`src/ssbt_consts.svh`:
```
`ifndef SSBT_CONSTS_SVH
`define SSBT_CONSTS_SVH

`define SSBT_ADDR_W            8
`define SSBT_OFS_BOUND0        8'h60
`define SSBT_OFS_BOUND1        8'h61
`define SSBT_OFS_LBT0          8'h64
`define SSBT_OFS_LBT1          8'h65
`define SSBT_BOUND_RESET       8'h00
`define SSBT_LBT_RESET         8'h00
`define SSBT_CMP_HI            30
`define SSBT_CMP_LO            23
`define SSBT_NIB_HI_MSB        7
`define SSBT_NIB_HI_LSB        4
`define SSBT_NIB_LO_MSB        3
`define SSBT_NIB_LO_LSB        0
`define SSBT_CS_SLOT0          4'h3
`define SSBT_CS_SLOT1          4'hC
`define SSBT_CS_NONE           4'h0
`define SSBT_ONE4              4'h1
`define SSBT_ZERO4             4'h0
`define SSBT_ZERO8             8'h00

`endif

```
`src/ssbt_pkg.sv`:
```
package ssbt_pkg;

    typedef enum logic [1:0] {
        SSBT_IDLE  = 2'b00,
        SSBT_GAP   = 2'b01,
        SSBT_DATA  = 2'b11
    } ssbt_state_e;

    typedef logic [7:0] ssbt_byte_t;

endpackage

```
`src/ssbt_slot_table.sv`:
```
`timescale 1ns/100ps
`default_nettype none
`include "ssbt_consts.svh"

module ssbt_slot_table
    import ssbt_pkg::*;
#(
    parameter int SLOTS = 2
) (
    input  wire logic             clk_in,
    input  wire logic             load_in,
    input  wire logic [8*SLOTS-1:0] bound_init_in,
    input  wire logic [8*SLOTS-1:0] lbt_init_in,
    input  wire logic             rd_in,
    input  wire logic [7:0]       addr_in,
    output logic      [7:0]       rd_data_out,
    output logic      [8*SLOTS-1:0] bound_out,
    output logic      [8*SLOTS-1:0] lbt_out
);

    initial begin
        if (SLOTS != 2) begin
            $error("ssbt_slot_table: only two slots supported");
        end
    end

    typedef struct packed {
        logic [8*SLOTS-1:0] bound;
        logic [8*SLOTS-1:0] lbt;
        logic [7:0]         rdata;
    } ssbt_tab_s;

    ssbt_tab_s tab_reg;
    ssbt_tab_s tab_next;

    // preload only on load, never by pci reset
    always_comb begin
        tab_next = tab_reg;
        if (load_in) begin
            tab_next.bound = bound_init_in;
            tab_next.lbt   = lbt_init_in;
        end
        tab_next.rdata = `SSBT_ZERO8;
        if (rd_in) begin
            case (addr_in)
                `SSBT_OFS_BOUND0: tab_next.rdata = tab_reg.bound[7:0];
                `SSBT_OFS_BOUND1: tab_next.rdata = tab_reg.bound[15:8];
                `SSBT_OFS_LBT0:   tab_next.rdata = tab_reg.lbt[7:0];
                `SSBT_OFS_LBT1:   tab_next.rdata = tab_reg.lbt[15:8];
                default:          tab_next.rdata = `SSBT_ZERO8;
            endcase
        end
    end

    always_ff @(posedge clk_in) begin
        tab_reg <= tab_next;
    end

    assign rd_data_out = tab_reg.rdata;
    assign bound_out   = tab_reg.bound;
    assign lbt_out     = tab_reg.lbt;

endmodule

`default_nettype wire

```
`src/ssbt_top.sv`:
```
`timescale 1ns/100ps
`default_nettype none
`include "ssbt_consts.svh"

// Summary of operation
// - two read-only 8-bit boundary registers hold each slot's upper limit.
// - slot 0 drives chip selects 1:0 and slot 1 drives chip selects 3:2.
// - each boundary is compared with address bits 30 down to 23.
// - soldered memory preloads size and timing values.
// - the preloaded boundary values replace a presence-detect rom.
// - boundary bits keep their value across pci and suspend resets.
// - each slot has a read-only 8-bit burst timing register; only preload sets it, no reset loads 00h.
// - the timing upper nibble equals select-to-read latency plus one.
// - the upper nibble counts clocks from second strobe to its data.
// - the second strobe follows the first by lower nibble plus one.
module ssbt_top
    import ssbt_pkg::*;
#(
    parameter int SLOTS = 2
) (
    input  wire logic        clk_in,
    input  wire logic        rst_in,
    input  wire logic        preload_in,
    input  wire logic [7:0]  preload_bound0_in,
    input  wire logic [7:0]  preload_bound1_in,
    input  wire logic [3:0]  preload_select_to_read0_in,
    input  wire logic [3:0]  preload_select_to_read1_in,
    input  wire logic [3:0]  preload_gap0_in,
    input  wire logic [3:0]  preload_gap1_in,
    input  wire logic        pci_bus_reset_in,
    input  wire logic [7:0]  reg_addr_in,
    input  wire logic [7:0]  reg_wdata_in,
    input  wire logic        reg_wr_in,
    input  wire logic        reg_rd_in,
    output logic      [7:0]  reg_rdata_out,
    input  wire logic [31:0] mem_addr_in,
    input  wire logic        burst_start_in,
    output logic      [3:0]  chip_select_out,
    output logic             strobe_out,
    output logic             data_mark_out,
    output logic             busy_out
);

    initial begin
        if (SLOTS != 2) begin
            $error("ssbt_top: only two slots supported");
        end
    end

    function automatic logic [3:0] ssbt_cs_decode(
        input logic [7:0] a,
        input logic [7:0] b0,
        input logic [7:0] b1
    );
        if (a < b0) begin
            ssbt_cs_decode = `SSBT_CS_SLOT0;
        end else if (a < b1) begin
            ssbt_cs_decode = `SSBT_CS_SLOT1;
        end else begin
            ssbt_cs_decode = `SSBT_CS_NONE;
        end
    endfunction

    logic [15:0] bound_w;
    logic [15:0] lbt_w;
    logic [15:0] lbt_init;
    logic [7:0]  rdata_w;

    // upper nibble is latency plus one
    assign lbt_init = {
        4'(preload_select_to_read1_in + `SSBT_ONE4), preload_gap1_in,
        4'(preload_select_to_read0_in + `SSBT_ONE4), preload_gap0_in
    };

    // table is never touched by rst_in or pci_bus_reset_in
    ssbt_slot_table #(
        .SLOTS         (SLOTS)
    ) u_table (
        .clk_in        (clk_in),
        .load_in       (preload_in),
        .bound_init_in ({preload_bound1_in, preload_bound0_in}),
        .lbt_init_in   (lbt_init),
        .rd_in         (reg_rd_in),
        .addr_in       (reg_addr_in),
        .rd_data_out   (rdata_w),
        .bound_out     (bound_w),
        .lbt_out       (lbt_w)
    );

    typedef struct packed {
        ssbt_state_e  state;
        logic [3:0]   count;
        logic [3:0]   cs;
        logic         strobe;
        logic         mark;
        logic [3:0]   data_lat;
        logic         first_done;
        logic         busy;
    } ssbt_ctl_s;

    ssbt_ctl_s ctl_reg;
    ssbt_ctl_s ctl_next;

    logic [3:0] sel_cs;
    logic [7:0] sel_lbt;
    logic [7:0] addr_hi;

    always_comb begin
        addr_hi = mem_addr_in[`SSBT_CMP_HI:`SSBT_CMP_LO];
        sel_cs  = ssbt_cs_decode(addr_hi, bound_w[7:0], bound_w[15:8]);
        sel_lbt = (sel_cs == `SSBT_CS_SLOT1) ? lbt_w[15:8] : lbt_w[7:0];
    end

    always_comb begin
        ctl_next        = ctl_reg;
        ctl_next.strobe = 1'b0;
        ctl_next.mark   = 1'b0;
        case (ctl_reg.state)
            SSBT_IDLE: begin
                if (burst_start_in && sel_cs != `SSBT_CS_NONE) begin
                    ctl_next.cs     = sel_cs;
                    ctl_next.strobe = 1'b1;
                    ctl_next.count  =
                        sel_lbt[`SSBT_NIB_LO_MSB:`SSBT_NIB_LO_LSB];
                    ctl_next.data_lat =
                        sel_lbt[`SSBT_NIB_HI_MSB:`SSBT_NIB_HI_LSB];
                    ctl_next.state  = SSBT_GAP;
                end
            end
            SSBT_GAP: begin
                if (ctl_reg.count == `SSBT_ZERO4) begin
                    ctl_next.strobe = 1'b1;
                    ctl_next.count  = ctl_reg.data_lat;
                    ctl_next.state  = SSBT_DATA;
                end else begin
                    ctl_next.count = 4'(ctl_reg.count - `SSBT_ONE4);
                end
            end
            SSBT_DATA: begin
                if (ctl_reg.count <= `SSBT_ONE4) begin
                    ctl_next.mark  = 1'b1;
                    ctl_next.cs    = `SSBT_CS_NONE;
                    ctl_next.state = SSBT_IDLE;
                end else begin
                    ctl_next.count = 4'(ctl_reg.count - `SSBT_ONE4);
                end
            end
            default: begin
                ctl_next.state = SSBT_IDLE;
            end
        endcase
        ctl_next.first_done = 1'b0;
        ctl_next.busy       = (ctl_next.state != SSBT_IDLE);
    end

    always_ff @(posedge clk_in) begin
        if (rst_in || pci_bus_reset_in) begin
            ctl_reg <= '0;
        end else begin
            ctl_reg <= ctl_next;
        end
    end

    assign reg_rdata_out   = rdata_w;
    assign chip_select_out = ctl_reg.cs;
    assign strobe_out      = ctl_reg.strobe;
    assign data_mark_out   = ctl_reg.mark;
    assign busy_out        = ctl_reg.busy;

endmodule

`default_nettype wire

```
`config.mk`:
```
export PLATFORM = sky130hd
export DESIGN_NAME = ssbt_top
export DESIGN_NICKNAME = d
export VERILOG_FILES = /design/src/ssbt_pkg.sv /design/src/ssbt_slot_table.sv /design/src/ssbt_top.sv
export VERILOG_INCLUDE_DIRS = /design/src
export SDC_FILE = /design/constraint.sdc
export NUM_CORES = 1
export LEC_CHECK = 0
export BUFFER_PORTS_ARGS = -buffer_cell sky130_fd_sc_hd__buf_2
export CAP_MARGIN = 20
export CORE_MARGIN = 3
export CORE_UTILIZATION = 45
export CTS_CLUSTER_DIAMETER = 100
export DETAILED_ROUTE_END_ITERATION = 16
export PLACE_DENSITY = 0.71
export SLEW_MARGIN = 0
export SYNTH_ARGS = -nofsm -noshare
export SYNTH_HDL_FRONTEND = slang
export SYNTH_SLANG_ARGS = --single-unit
```
`constraint.sdc`:
```
create_clock -name clk_in -period 3.9 [get_ports clk_in]
set_clock_uncertainty 0.2 [all_clocks]
set_input_delay 0.39 -clock clk_in [delete_from_list [all_inputs] [get_ports clk_in]]
set_output_delay 0.39 -clock clk_in [all_outputs]
set_load 0.03 [all_outputs]
```
**Yosys cells after proc, flatten, opt, wreduce, memory -nomap -nowiden**

Index checks and enable logic that the tools add are counted.
W data, S select, Z words.

- Input bits: 87
- Register bits: 57
- Logic and storage cells: 55
- Output and inout bits: 15

- $add $sub $neg: 3
- Reductions and logical operators: 12
- Equal/unequal tests: 10
- Muxes and demuxes: 16
- $lt $le $gt $ge: 3
- Bitwise operators: 1

Operators by type and width:

| kind | count |
|---|---|
| $eq A8 B7 Y1 const B | 4 |
| $pmux W8 S4 | 1 |
| $mux W4 | 5 |
| $lt A8 B8 Y1 | 2 |
| $pmux W4 S3 | 1 |
| $mux W11 | 1 |
| $add A4 B1 Y4 const B | 2 |
| $mux W8 | 1 |
| $pmux W4 S2 | 1 |
| $ne A2 B2 Y1 const B | 3 |
| $pmux W2 S3 | 1 |
| $reduce_and A3 Y1 | 2 |
| $eq A4 B4 Y1 const B | 1 |
| $le A4 B1 Y1 const B | 1 |
| $logic_not A4 Y1 | 1 |
| $mux W2 | 2 |
| $reduce_bool A2 Y1 | 2 |
| $reduce_bool A4 Y1 | 1 |
| $sub A4 B1 Y4 const B | 1 |
| $reduce_bool A3 Y1 | 1 |
| $eq A2 B1 Y1 const B | 1 |
| $eq A2 B2 Y1 const B | 1 |
| $logic_not A2 Y1 | 1 |
| $mux W1 | 2 |
| other kinds (6) | 6 |

**Depth between registers and ports, before layout**

- Depth in word-level cells: 8
- Mapped depth: 8
- Gate-level depth less buffers: 8

**Cells and area by module**

Synthesis repeated with hierarchy kept, for this count alone.

- Cell total of the unflattened synthesis: 218
- Area, all modules: 2657.5 sq um

By module, submodules not included:

| module | instances | seq. area each (sq um) | cells each | area an instance (sq um) |
|---|---|---|---|---|
| ssbt_slot_table | 1 | 1121.1 | 60 | 1387.6 |
| ssbt_top | 1 | 300.3 | 158 | 1270.0 |

**Worst setup path after synthesis**

No wires, ideal clock.

- Path kind: input to register
- Start: input port mem_addr_in[30]
- End: register ctl_reg[15] in the netlist's numbering
- Arrival time: 1913 ps
- Data required time: 3571 ps
- Setup slack: 1658 ps
- Library setup time: 129 ps
- Buffers on the path: 0
- Stages on the path: 7
- Cell sequence: ha_1 -> nand2_1 -> or3_1 -> o221ai_2 -> a21boi_1 -> o41ai_1 -> a21oi_1

- Longest elaborated chain between the ends: 7

RTL lines:

| item | RTL line | text |
|---|---|---|
| start: declaration | ssbt_top.sv:36 | `input wire logic [31:0] mem_addr_in,` |
| $lt A8 B8 Y1 | ssbt_top.sv:57 | `end else if (a < b1) begin` |
| $mux W4 | ssbt_top.sv:57 |  |
| $mux W4 (*) | ssbt_top.sv:55 | `if (a < b0) begin` |
| $eq A4 B4 Y1 (no line) or $reduce_bool A4 Y1 (tied branches) | - |  |
| $mux W8 or $logic_and A1 B1 Y1 (tied branches) | - |  |
| $mux W11 or $ne A2 B2 Y1 (tied branches) | - |  |
| $pmux W4 S3 or $reduce_and A3 Y1 (tied branches) | - |  |
| end signal: assignment | ssbt_top.sv:160 | `ctl_reg <= ctl_next;` |
| end: declaration | ssbt_top.sv:101 | `ssbt_ctl_s ctl_reg;` |

Every way passes the cells marked *; elsewhere a longest branch is shown, timed or not. The select of a mux whose other input is x is not followed.
A chain may end at the register's enable or synchronous reset.

**Worst setup path in the final report**

- Start: register u_table.tab_reg, in the netlist u_table.bound_out[10]
- End: register ctl_reg[4] in the netlist's numbering

- Longest elaborated chain between the ends: 6

RTL lines:

| item | RTL line | text |
|---|---|---|
| start: declaration | ssbt_slot_table.sv:33 | `ssbt_tab_s tab_reg;` |
| start signal: assignment | ssbt_slot_table.sv:56 | `tab_reg <= tab_next;` |
| $lt A8 B8 Y1 (*) | ssbt_top.sv:57 |  |
| $mux W4 (*) | ssbt_top.sv:57 |  |
| $mux W4 (*) | ssbt_top.sv:55 |  |
| $reduce_bool A4 Y1 (no line) | - |  |
| $logic_and A1 B1 Y1 (no line) | - |  |
| $reduce_and A2 Y1 (no line) | - |  |

Every way passes the cells marked *; elsewhere a longest branch is shown, timed or not.

==> impl_metrics.prom <==
# TYPE chip_impl_metric gauge
chip_impl_info{name="outcome",value="finished, final reports clean"} 1
chip_impl_metric{name="vias_per_cell",unit=""} 5.374
chip_impl_metric{name="synth.top_cell.area_share",unit="%"} 35.41
chip_impl_metric{name="timing.critical_path.arrival",unit="ps"} 2540
chip_impl_metric{name="final_critical_path_share_of_the_clock_period",unit="%"} 63.93
chip_impl_metric{name="drt-initial-drc-count",unit=""} 147
chip_impl_metric{name="final.hold.worst_slack",unit="ps"} 43.37
chip_impl_metric{name="place.gp.congestion",unit=""} 0.8916
chip_impl_metric{name="placed_cells_incl_taps",unit=""} 372
chip_impl_metric{name="avgRoutedWirePerCell",unit="um"} 14.73
chip_impl_metric{name="power.static_leakage",unit="nW"} 1.348
chip_impl_metric{name="synth.mux.area_fraction",unit="%"} 0.7377
chip_impl_metric{name="max_cap_viol_count",unit=""} 0
chip_impl_metric{name="antenna_cells_inserted",unit=""} 0
chip_impl_metric{name="routed_wirelength",unit="um"} 5599
chip_impl_metric{name="grt_first_pass_wirelength",unit="um"} 9480
chip_impl_metric{name="final_core_util",unit="%"} 56.75
chip_impl_metric{name="syn_area_per_cell",unit="um2"} 11.21
chip_impl_metric{name="p_total",unit="mW"} 1.332
chip_impl_info{name="main_combinational_cell_family_by_area_after_synthesis",value="compound AO/OA/AOI/OAI gates"} 1
chip_impl_metric{name="final_nets",unit=""} 412
chip_impl_metric{name="finalSetupViolCount",unit=""} 0
chip_impl_metric{name="floorplan.io_pins",unit=""} 102
chip_impl_metric{name="worst_setup_hold_path_clk_slew",unit="ps"} 100
chip_impl_metric{name="vias",unit=""} 2042
chip_impl_metric{name="final_instance_count_without_filler_cells",unit=""} 380
chip_impl_metric{name="detailed_routing_iteration_count_for_the_pre_antenna_repair_pass",unit=""} 4
chip_impl_metric{name="yosys.area_share.adder",unit="%"} 8.299
chip_impl_info{name="hold_class",value="input pin to flip-flop"} 1
chip_impl_info{name="critical_path.startpoint_type",value="flip-flop"} 1
chip_impl_metric{name="synth-warning-count",unit=""} 0
chip_impl_metric{name="synth_compound_area_share",unit="%"} 19.78
chip_impl_info{name="top_cells_by_count_synth",value="sky130_fd_sc_hd__edfxtp_1 (32), sky130_fd_sc_hd__nand2_1 (24), sky130_fd_sc_hd__dfxtp_1 (23)"} 1
chip_impl_metric{name="synth_fp_nets",unit=""} 347
chip_impl_metric{name="post_synth_xor_area_fraction",unit="%"} 1.936
chip_impl_metric{name="drcViolationCount",unit=""} 0
chip_impl_metric{name="placementRows",unit=""} 27
chip_impl_metric{name="design.die.area",unit="um2"} 6999
chip_impl_metric{name="ys_seq_area_share",unit="%"} 52.37
chip_impl_info{name="post-synth-top-count-cell",value="sky130_fd_sc_hd__edfxtp_1"} 1
chip_impl_metric{name="mappedNetlistArea",unit="um2"} 2714
chip_impl_metric{name="layout_min_cycle_time",unit="ps"} 2493
chip_impl_info{name="rsz0062_at_grt",value="false"} 1
chip_impl_metric{name="initial_utilization",unit="%"} 47.82
chip_impl_metric{name="numCtsBuffers",unit=""} 5
chip_impl_metric{name="yosys.area_share.simple",unit="%"} 12.03
chip_impl_metric{name="peak_vdd_ir",unit="mV"} 0.2316
chip_impl_metric{name="antenna_found_initial",unit=""} 0
chip_impl_metric{name="detailed_place_hpwl",unit="um"} 4428
chip_impl_metric{name="synth_async_sr_flop_share",unit="%"} 0
chip_impl_metric{name="layout-drive-gt1-share",unit="%"} 30.19
chip_impl_metric{name="place.port_buffers",unit=""} 68
chip_impl_metric{name="fp.dieH",unit="um"} 83.66
chip_impl_info{name="synth_ff_type",value="sky130_fd_sc_hd__edfxtp_1"} 1
chip_impl_metric{name="max-slew-margin-rel",unit="%"} 51.11
chip_impl_metric{name="pin_count_of_the_biggest_net_entering_global_routing",unit=""} 33
chip_impl_info{name="critical_path_class",value="flip-flop to flip-flop"} 1
chip_impl_metric{name="via_count_of_the_first_global_routing_pass",unit=""} 2044
chip_impl_metric{name="p_per_area",unit="nW/um2"} 413.6
chip_impl_info{name="synth.top_cells.by_area",value="sky130_fd_sc_hd__edfxtp_1 (35%), sky130_fd_sc_hd__dfxtp_1 (17%), sky130_fd_sc_hd__ha_1 (8.3%), sky130_fd_sc_hd__a22oi_1 (4.4%), sky130_fd_sc_hd__nand2_1 (3.3%)"} 1
chip_impl_metric{name="timing.setup.tns",unit="ps"} 0
chip_impl_metric{name="post_cts.resized_instances",unit=""} 0
chip_impl_metric{name="grt.overflow.total",unit=""} 0
chip_impl_metric{name="postSynthRegisterBits",unit=""} 55
chip_impl_metric{name="cts_max_path_buffers",unit=""} 2
chip_impl_metric{name="yosys.cell_types.count",unit=""} 53
chip_impl_info{name="tritoncts",value="yes"} 1
chip_impl_info{name="ctsRootBufferMaster",value="sky130_fd_sc_hd__clkbuf_8"} 1
chip_impl_metric{name="chipWidth",unit="um"} 83.66
chip_impl_metric{name="groute.usage.overall",unit="%"} 16.73
chip_impl_metric{name="h-tree-depth",unit=""} 2
chip_impl_metric{name="final_report_hold_violation_count",unit=""} 0
chip_impl_metric{name="post-cts-setup-buffers",unit=""} 0
chip_impl_metric{name="path_max_fanout",unit=""} 10
chip_impl_metric{name="synth_cells",unit=""} 242
chip_impl_info{name="setup.worst_path.end_class",value="flip-flop"} 1
chip_impl_info{name="yosys.area.top_type",value="sky130_fd_sc_hd__edfxtp_1"} 1
chip_impl_metric{name="ant_nets",unit=""} 0
chip_impl_metric{name="pins_over_slew_limit",unit=""} 0
chip_impl_metric{name="cts_hold_repair.buffers",unit=""} 0
chip_impl_metric{name="synth_enable_flop_cells",unit=""} 32
chip_impl_metric{name="cts.sink_count",unit=""} 55
chip_impl_metric{name="core_area",unit="um2"} 5675
chip_impl_metric{name="cp_required",unit="ps"} 3950
chip_impl_metric{name="worst_tran_pin_value",unit="ps"} 733.3
chip_impl_metric{name="timing.fmax",unit="MHz"} 401.1
chip_impl_metric{name="clk-insertion-delay-late",unit="ps"} 310
chip_impl_metric{name="area_delta_synth_final",unit="%"} 18.67
-- metrics by stage --
step / area, um2 / setup slack (ps)
2_1_floorplan: 2714 / 1658
3_3_place_gp: 3084 / 1357
3_5_place_dp: 3084 / 1328
4_1_cts: 3221 / 1420
5_1_grt: 3221 / 1289
6_report: 3221 / 1407
-- area by class of cell --
cell class	count	area, um2
timing repair buffer	68	340.3
sequential	55	1421
clock inverter	3	67.56
clock buffer	5	68.82
inverter	19	71.32
multi-input combinational	158	1161
fill	500	2455
tap	72	90.09
-- critical path: stages, from the launching register on --
cell,delay (ps)
sky130_fd_sc_hd__edfxtp_1,410
sky130_fd_sc_hd__inv_1,80
sky130_fd_sc_hd__ha_1,240
sky130_fd_sc_hd__a211o_1,300
sky130_fd_sc_hd__a31oi_1,310
sky130_fd_sc_hd__o221ai_2,220
sky130_fd_sc_hd__a21oi_4,350
sky130_fd_sc_hd__o21ai_0,150
sky130_fd_sc_hd__a31oi_1,160
-- layout by cell type (no fill, tap or decap), types with 2 or more instances in the layout --
cell type and n:
sky130_fd_sc_hd__inv_1 19, sky130_fd_sc_hd__o21ai_0 9, sky130_fd_sc_hd__or3_1 2, sky130_fd_sc_hd__a32oi_1 2, sky130_fd_sc_hd__ha_1 18, sky130_fd_sc_hd__nor2b_1 2
sky130_fd_sc_hd__a31oi_1 8, sky130_fd_sc_hd__clkbuf_8 5, sky130_fd_sc_hd__nand2_1 24, sky130_fd_sc_hd__a221oi_1 2, sky130_fd_sc_hd__nand2b_1 2, sky130_fd_sc_hd__bufinv_16 2
sky130_fd_sc_hd__edfxtp_1 32, sky130_fd_sc_hd__o21a_1 2, sky130_fd_sc_hd__a21boi_1 2, sky130_fd_sc_hd__a211o_1 2, sky130_fd_sc_hd__a22oi_1 16, sky130_fd_sc_hd__buf_2 68
sky130_fd_sc_hd__xor2_1 3, sky130_fd_sc_hd__dfxtp_1 23, sky130_fd_sc_hd__nand3_1 2, sky130_fd_sc_hd__mux2i_1 2, sky130_fd_sc_hd__a21oi_1 17, sky130_fd_sc_hd__o41ai_1 2
sky130_fd_sc_hd__nor2_1 9, sky130_fd_sc_hd__xnor2_1 3, sky130_fd_sc_hd__nor3_1 4
-- where the power goes --
part	switching [mW]	leakage [nW]	total, mW	internal [mW]
combinational	0.121	0.784	0.208	0.0873
clock	0.189	0.0644	0.444	0.256
sequential	0.0239	0.500	0.679	0.655
total	0.334	1.35	1.33	0.999
-- kinds of logic after synthesis --
logic type,count (synthesis)
and+or+nand+nor,60
AOI/OAI and AO/OA,72
DFF,55
adders and majority gates,18
xor gates and xnor gates,6
muxes,2
buffers and inverters,29
-- per-layer routing --
layer,wire length [um],track usage (%),vias up
met4,102,6.579,0
met1,2658,22.35,943
met2,2517,26.17,61
met3,321,3.949,10
met5,0,0,-
li1,-,-,1028
-- worst paths after layout --
check                   startpoint              endpoint  slack (ps)  cells past startpoint
max          u_table.bound_out[10]            ctl_reg[4]        1410                      8
min           preload_bound0_in[6]  u_table.bound_out[6]          40                      1
max reg2reg  u_table.bound_out[10]            ctl_reg[4]        1410                      8
min reg2reg     chip_select_out[2]    chip_select_out[2]         280                      2
No activity file was read; power rests on OpenSTA's default activity.
